### config.mk
export PLATFORM = sky130hd
export DESIGN_NAME = pld_detector
export DESIGN_NICKNAME = d
export VERILOG_FILES = /design/src/design/pld_pkg.sv /design/src/design/pld_detector.sv
export SDC_FILE = /design/constraint.sdc
export NUM_CORES = 1
export LEC_CHECK = 0
export CELL_PAD_IN_SITES_DETAIL_PLACEMENT = 0
export CELL_PAD_IN_SITES_GLOBAL_PLACEMENT = 2
export CORE_UTILIZATION = 44
export CTS_BUF_LIST = sky130_fd_sc_hd__clkbuf_8
export DETAILED_ROUTE_END_ITERATION = 8
export DONT_BUFFER_PORTS = 1
export GPL_TIMING_DRIVEN = 0
export PLACE_DENSITY = 0.95
export SYNTH_ARGS = -nofsm -noshare
export SYNTH_HDL_FRONTEND = slang
export SYNTH_SLANG_ARGS = --single-unit
### constraint.sdc
create_clock -name core_clk -period 7 [get_ports core_clk]
set_clock_uncertainty 0.15 [all_clocks]
set_input_delay 0 -clock core_clk [delete_from_list [all_inputs] [get_ports core_clk]]
set_output_delay 0 -clock core_clk [all_outputs]
set_load 0.01 [all_outputs]
### src/design/pld_pkg.sv
// package for the dpll phase lock and loss detector
package pld_pkg;

  // register selects on the configuration port
  localparam logic [0:0] SEL_FINE         = 1'h0;
  localparam logic [0:0] SEL_COARSE       = 1'h1;

  // reset values
  localparam logic [7:0] FINE_RESET       = 8'ha2;
  localparam logic [7:0] COARSE_RESET     = 8'he5;

  // fine config field positions
  localparam int         FINE_EN_BIT      = 7;
  localparam int         INACT_LOSS_BIT   = 6;
  localparam int         NARROW_EN_BIT    = 5;
  localparam int         FINE_LIM_LSB     = 0;
  localparam int         FINE_LIM_W       = 3;
  localparam logic [7:0] FINE_WMASK       = 8'he7;

  // coarse config field positions
  localparam int         COARSE_EN_BIT    = 7;
  localparam int         WIDE_RANGE_BIT   = 6;
  localparam int         MULTI_RESP_BIT   = 5;
  localparam int         COARSE_LIM_LSB   = 0;
  localparam int         COARSE_LIM_W     = 4;
  localparam logic [7:0] COARSE_WMASK     = 8'hef;

  // phase error magnitude is in 1/256 of a cycle; one limit step is 45 degrees
  localparam int         PH_W             = 8;
  localparam logic [7:0] FINE_STEP        = 8'h20;

  // lock qualification time, lower end of the documented span
  localparam int         CLK_MHZ          = 100;
  localparam int         LOCK_QUAL_MS     = 1000;
  localparam int         LOCK_QUAL_CYC    = LOCK_QUAL_MS * 1000 * CLK_MHZ;
  localparam int         QUAL_CNT_W       = 27;

  typedef enum logic [1:0] {
    PLD_ACQUIRE,
    PLD_QUALIFY,
    PLD_LOCKED
  } pld_state_e;

  // write request from the serial register port logic
  typedef struct packed {
    logic       wr;
    logic [0:0] sel;
    logic [7:0] data;
  } pld_reg_req_s;

  // configuration handed to the dpll core
  typedef struct packed {
    logic       coarse_en;
    logic       wide_range_en;
    logic       multi_cycle_response;
    logic [3:0] coarse_limit;
  } pld_core_cfg_s;

  typedef struct packed {
    logic phase_lock;
    logic phase_loss;
    logic full_acquire;
  } pld_status_s;

endpackage : pld_pkg

### src/design/pld_detector.sv
// phase lock and phase loss detection for the dpll reference input
`timescale 1ns/1ps
// Functional notes
// RQ1 - With fine checking enabled, phase loss is raised when the phase error exceeds the fine limit.
// RQ2 - With fine checking disabled, only the other loss sources can raise phase loss.
// RQ3 - Lock is shown only after the phase stays inside the fine window for the qualify time.
// RQ4 - Leaving the fine window raises phase loss at once with no qualification.
// RQ5 - Limit code 010 gives a window of about plus or minus 90 to 180 degrees and is the default.
// RQ6 - The window scales with the limit code and software must not program code 000.
// RQ7 - With the inactivity bit clear, lost activity is not loss and the loop relocks nearest-edge.
// RQ8 - After phase loss the loop runs full frequency and phase acquisition over 360 degrees.
// RQ9 - Software keeps the test-only narrow enable bit at one.
module pld_detector #(
  parameter int LOCK_QUAL_CYC = pld_pkg::LOCK_QUAL_CYC
) (
  // clock, reset, enable
  input  wire logic                   core_clk,
  input  wire logic                   rst,
  input  wire logic                   clk_en,
  // register port from the serial interface logic
  input  wire pld_pkg::pld_reg_req_s  reg_req,
  input  wire logic [0:0]             rd_sel,
  output logic [7:0]                  rd_data,
  // measurements from the dpll core and activity monitor
  input  wire logic [pld_pkg::PH_W-1:0] phase_err_mag,
  input  wire logic                   ref_active,
  input  wire logic                   coarse_loss,
  // results
  output pld_pkg::pld_status_s        status,
  output pld_pkg::pld_core_cfg_s      core_cfg
);

  logic [7:0]                     fine_config;
  logic [7:0]                     coarse_config;
  logic [7:0]                     next_fine_config;
  logic [7:0]                     next_coarse_config;
  pld_pkg::pld_state_e            state;
  pld_pkg::pld_state_e            next_state;
  logic [pld_pkg::QUAL_CNT_W-1:0] qual_cnt;
  logic [pld_pkg::QUAL_CNT_W-1:0] next_qual_cnt;
  pld_pkg::pld_status_s           next_status;
  logic [7:0]                     next_rd_data;
  logic [pld_pkg::PH_W:0]         win_limit;
  logic                           outside_fine;
  logic                           fine_loss;
  logic                           inact_loss;
  logic                           loss_now;

  // register file; unused bits [4:3] of fine and bit 4 of coarse read as zero
  always_comb begin
    next_fine_config   = fine_config;
    next_coarse_config = coarse_config;
    if (reg_req.wr) begin
      if (reg_req.sel == pld_pkg::SEL_FINE) begin
        next_fine_config = reg_req.data & pld_pkg::FINE_WMASK;
      end else begin
        next_coarse_config = reg_req.data & pld_pkg::COARSE_WMASK;
      end
    end
    next_rd_data = (rd_sel == pld_pkg::SEL_FINE) ? next_fine_config : next_coarse_config;
  end

  always_ff @(posedge core_clk or posedge rst) begin
    if (rst) begin
      fine_config   <= pld_pkg::FINE_RESET; // RQ5 RQ9
      coarse_config <= pld_pkg::COARSE_RESET;
      rd_data       <= pld_pkg::FINE_RESET;
    end else if (clk_en) begin
      fine_config   <= next_fine_config;
      coarse_config <= next_coarse_config;
      rd_data       <= next_rd_data;
    end
  end

  // window half-width grows linearly with the code; code 000 gives a zero window,
  // so any nonzero error counts as outside and lock qualifies only while the error stays zero
  assign win_limit    = (pld_pkg::PH_W+1)'(fine_config[pld_pkg::FINE_LIM_LSB +:
                        pld_pkg::FINE_LIM_W]) * {1'h0, pld_pkg::FINE_STEP}; // RQ5 RQ6
  assign outside_fine = {1'h0, phase_err_mag} > win_limit;
  assign fine_loss    = fine_config[pld_pkg::FINE_EN_BIT] & outside_fine; // RQ1 RQ2
  assign inact_loss   = fine_config[pld_pkg::INACT_LOSS_BIT] & ~ref_active; // RQ7
  assign loss_now     = fine_loss | coarse_loss | inact_loss; // RQ2 RQ4

  // lock qualification and acquisition mode
  always_comb begin
    next_state    = state;
    next_qual_cnt = qual_cnt;
    case (state)
      pld_pkg::PLD_ACQUIRE: begin
        next_qual_cnt = '0;
        if (!loss_now && !outside_fine && ref_active) begin
          next_state = pld_pkg::PLD_QUALIFY;
        end
      end
      pld_pkg::PLD_QUALIFY: begin
        if (loss_now) begin
          next_state = pld_pkg::PLD_ACQUIRE; // RQ8
        end else if (outside_fine) begin
          next_qual_cnt = '0; // RQ3
        end else if (ref_active) begin
          // with the inactivity bit clear, a dead reference pauses the count rather than restarting it
          if (qual_cnt >= pld_pkg::QUAL_CNT_W'(LOCK_QUAL_CYC - 1)) begin
            next_state = pld_pkg::PLD_LOCKED; // RQ3
          end else begin
            next_qual_cnt = qual_cnt + 1'b1;
          end
        end
      end
      pld_pkg::PLD_LOCKED: begin
        if (loss_now) begin
          next_state = pld_pkg::PLD_ACQUIRE; // RQ4 RQ8
        end else if (outside_fine) begin
          next_state    = pld_pkg::PLD_QUALIFY;
          next_qual_cnt = '0;
        end
      end
      default: begin
        next_state    = pld_pkg::PLD_ACQUIRE;
        next_qual_cnt = '0;
      end
    endcase
    next_status.phase_loss   = loss_now; // RQ4
    next_status.phase_lock   = (next_state == pld_pkg::PLD_LOCKED); // RQ3
    // outside acquisition the core relocks to the nearest edge, tolerating missed cycles
    next_status.full_acquire = (next_state == pld_pkg::PLD_ACQUIRE); // RQ7 RQ8
  end

  always_ff @(posedge core_clk or posedge rst) begin
    if (rst) begin
      state    <= pld_pkg::PLD_ACQUIRE;
      qual_cnt <= '0;
      status   <= '{phase_lock: 1'b0, phase_loss: 1'b0, full_acquire: 1'b1};
    end else if (clk_en) begin
      state    <= next_state;
      qual_cnt <= next_qual_cnt;
      status   <= next_status;
    end
  end

  assign core_cfg.coarse_en            = coarse_config[pld_pkg::COARSE_EN_BIT];
  assign core_cfg.wide_range_en        = coarse_config[pld_pkg::WIDE_RANGE_BIT];
  assign core_cfg.multi_cycle_response = coarse_config[pld_pkg::MULTI_RESP_BIT];
  assign core_cfg.coarse_limit         = coarse_config[pld_pkg::COARSE_LIM_LSB +:
                                         pld_pkg::COARSE_LIM_W];

endmodule : pld_detector

==> flow_summary_export.csv <==
group,metric,value,unit
placement,io_buffers,0,
timing,hold_viol_final,1,
worst_setup_path,cp_max_fo,10,
flow_run,max_cap_violations,0,
clocking,clock_sinks,56,
clocking,postCtsResizedCells,0,
placement,pre_cts_ws,3.89,ns
finish,finalNetCount,397,
power_and_ir_drop,p_per_area,211,nW/um2
global_routing,grt_start_max_net_pins,38,
power_and_ir_drop,ir_worst_vdd,0.118,mV
timing,slew_viol_final,0,
worst_setup_path,reg2reg_depth,9,
worst_setup_path,cp-end-kind,"flip-flop",
routing,drc,0,
timing,rsz0062_at_grt,"no",
worst_setup_path,arrival,3.11,ns
timing,finalWorstSetupSlack,3.96,ns
placement,hpwl,5420,um
yosys,async_flop_share,1.00,
clocking,clock_path_buffers,2,
floorplan,io_pins,42,
worst_setup_path,r2r_start,"fine_config[1]",
timing,fmax,0.329,GHz
worst_setup_path,r2r_end,"qual_cnt[9]",
yosys,yosysSeqAreaShare,0.433,
worst_setup_path,timing_worst_setup_path_type,"flip-flop to flip-flop",
floorplan,start_util,0.453,
floorplan,core,7210,um2
timing,setup_tns,0,ns
yosys,synthesis.area,3270,um2
timing,tightest_slew,0.773,ns
floorplan,die_area,7780,um2
routing,vias,2748,
clocking,cts_inserted_buffers,5,
finish,fin_area,3670,um2
finish,area_growth,12.1,%
timing,slew_headroom,0.481,
routing,drt-initial-drc-count,122,
yosys,ys_types,50,
clocking,path_clk_slew,0.10,ns
clocking,cts_setup_buffers,0,
yosys,syn-instance-count,349,
clocking,htreeDepth,2,
min_path,hp-class,"input pin to async pin",
routing,firstDrtPassIters,4,
finish,layout-drive-gt1-share,0.181,
floorplan,die_h,88.2,um
placement,gp_congestion,0.866,
yosys,avgSynthCellArea,9.37,um2
yosys,synth_ff_type,"dfrtp_1",
routing,antenna_left,0,
outcome,status,"complete, but fails checks",
floorplan,die_x,88.2,um
global_routing,grt_util_all_layers,0.216,
yosys,synth_edf_count,0,
clocking,cts_tree,"done",
global_routing,grt_pass1_vias,2611,
worst_setup_path,startpoint_type,"flip-flop",
routing,via_per_inst,5.86,
clocking,cts_root_buf,"clkbuf_8",
floorplan,row_count,31,
outcome,failed_checks,"hold timing",
timing,min_period,3.04,ns
timing,post-route-period-util,0.435,
worst_setup_path,required,7.06,ns
yosys,yosys_warnings,0,
timing,finalSetupViolations,0,
routing,wire_per_inst,16.3,um
clocking,clkLatencyLatePin,0.31,ns
placement,place_area,3410,um2
global_routing,antenna_found_initial,0,
worst_setup_path,r2r_slack,3.96,ns
finish,nFillCells,700,
global_routing,overflow,0,
timing,holdWs,-0.00217,ns
yosys,synth.net_count,377,
global_routing,grt_pass1_wl,12900,um
finish,num_antenna_cells,0,
routing,drt-total-wl,7670,um
power_and_ir_drop,design_power_total,0.773,mW
power_and_ir_drop,leakagePower,1.50,nW
yosys,ys_seq_elements,56,
-- how the worst max path moves through the flow --
stage / start / to / slack [ns]
2_1_floorplan: fine_config[1] / qual_cnt[11] / 4.40
3_3_place_gp: fine_config[1] / qual_cnt[11] / 3.95
3_5_place_dp: fine_config[1] / qual_cnt[15] / 3.89
4_1_cts: fine_config[1] / qual_cnt[9] / 3.86
5_1_grt: fine_config[1] / qual_cnt[8] / 3.67
6_report: fine_config[1] / qual_cnt[9] / 3.96
-- cell usage in the layout (no fill, tap or decap), types with 5 or more instances in the layout --
master	instances
dfrtp_1	44
o21ai_0	37
nor2_1	25
a21oi_1	24
nand2_1	21
o31ai_1	20
mux2_2	17
nand3_1	16
inv_1	15
dfstp_2	12
dlygate4sd3_1	12
clkbuf_1	10
buf_2	7
buf_4	7
and3_1	6
a31oi_1	6
nand4_1	5
nand2b_1	5
a41oi_1	5
clkbuf_8	5
-- per-layer routing --
layer / part of all wire / global-route usage / vias to the layer above
li1: - / - / 1329
met1: 0.49 / 0.317 / 1342
met2: 0.45 / 0.328 / 68
met3: 0.044 / 0.0392 / 9
met4: 0.012 / 0.0601 / 0
met5: 0 / 0 / -
-- what timing repair did --
item	4_1_cts	5_1_grt
hold buffers	12	0
endpoints found under the setup margin	0	0
hold endpoints to repair	70	0
-- report_power, final --
group	total (mW)	leakage [nW]	switching (mW)	internal [mW]
logic	0.145	0.708	0.0804	0.0648
registers	0.378	0.719	0.0227	0.356
clock network	0.249	0.0695	0.107	0.142
-- synthesized netlist by cell type (all sizes together) (5+ instances only) --
| library cell | count | area share |
|---|---|---|
| nand4 | 5 | 0.0096 |
| mux2 | 17 | 0.059 |
| o31ai | 21 | 0.050 |
| dfrtp | 44 | 0.34 |
| o41ai | 5 | 0.018 |
| inv | 15 | 0.017 |
| clkbuf | 10 | 0.011 |
| dfstp | 12 | 0.096 |
| a31oi | 6 | 0.011 |
| a21oi | 24 | 0.037 |
| and3 | 6 | 0.011 |
| nor2 | 25 | 0.029 |
| nand2b | 5 | 0.0096 |
| nand2 | 21 | 0.024 |
| buf | 19 | 0.039 |
| nand3 | 16 | 0.024 |
| o21ai | 41 | 0.063 |
| a41oi | 5 | 0.013 |
-- layout make-up --
class                      instances  area, um2  share of cell area
multi-input combinational        249       1630               0.445
sequential                        56       1420               0.386
buffer                            29        166              0.0454
timing repair buffer              13        140              0.0382
tap                               99        124              0.0338
clock buffer                       5       68.8              0.0188
clock inverter                     3       63.8              0.0174
inverter                          15       56.3              0.0154
-- critical path: stages, from the launching register on --
cell and delay, ns:
dfstp_2 0.54, inv_1 0.06, ha_1 0.30, nor4bb_4 0.32
a22o_1 0.22, nand3_1 0.38, or2_1 0.35, buf_2 0.16
buf_2 0.20, o31ai_1 0.27
-- sequential cells by signal (all words and copies together) (netlist names) --
signal,count
state,2
fine_config,8
status,3
qual_cnt,27
coarse_config,8
rd_data,8
-- per-stage QoR --
step / instances / util
2_1_floorplan: 349 / -
3_3_place_gp: 448 / 0.471
3_5_place_dp: 449 / 0.473
4_1_cts: 469 / 0.508
5_1_grt: 469 / 0.508
6_report: 469 / 0.508
-- cells by family after synthesis --
| group | Yosys count | synth area share |
|---|---|---|
| simple gates | 106 | 0.181 |
| xor+xnor | 1 | 0.00268 |
| fa+ha+maj | 4 | 0.0153 |
| compound gates | 120 | 0.239 |
| mux | 18 | 0.0616 |
| flops | 56 | 0.433 |
| buf+inv | 44 | 0.0681 |
(Power assumes the default switching activity.)
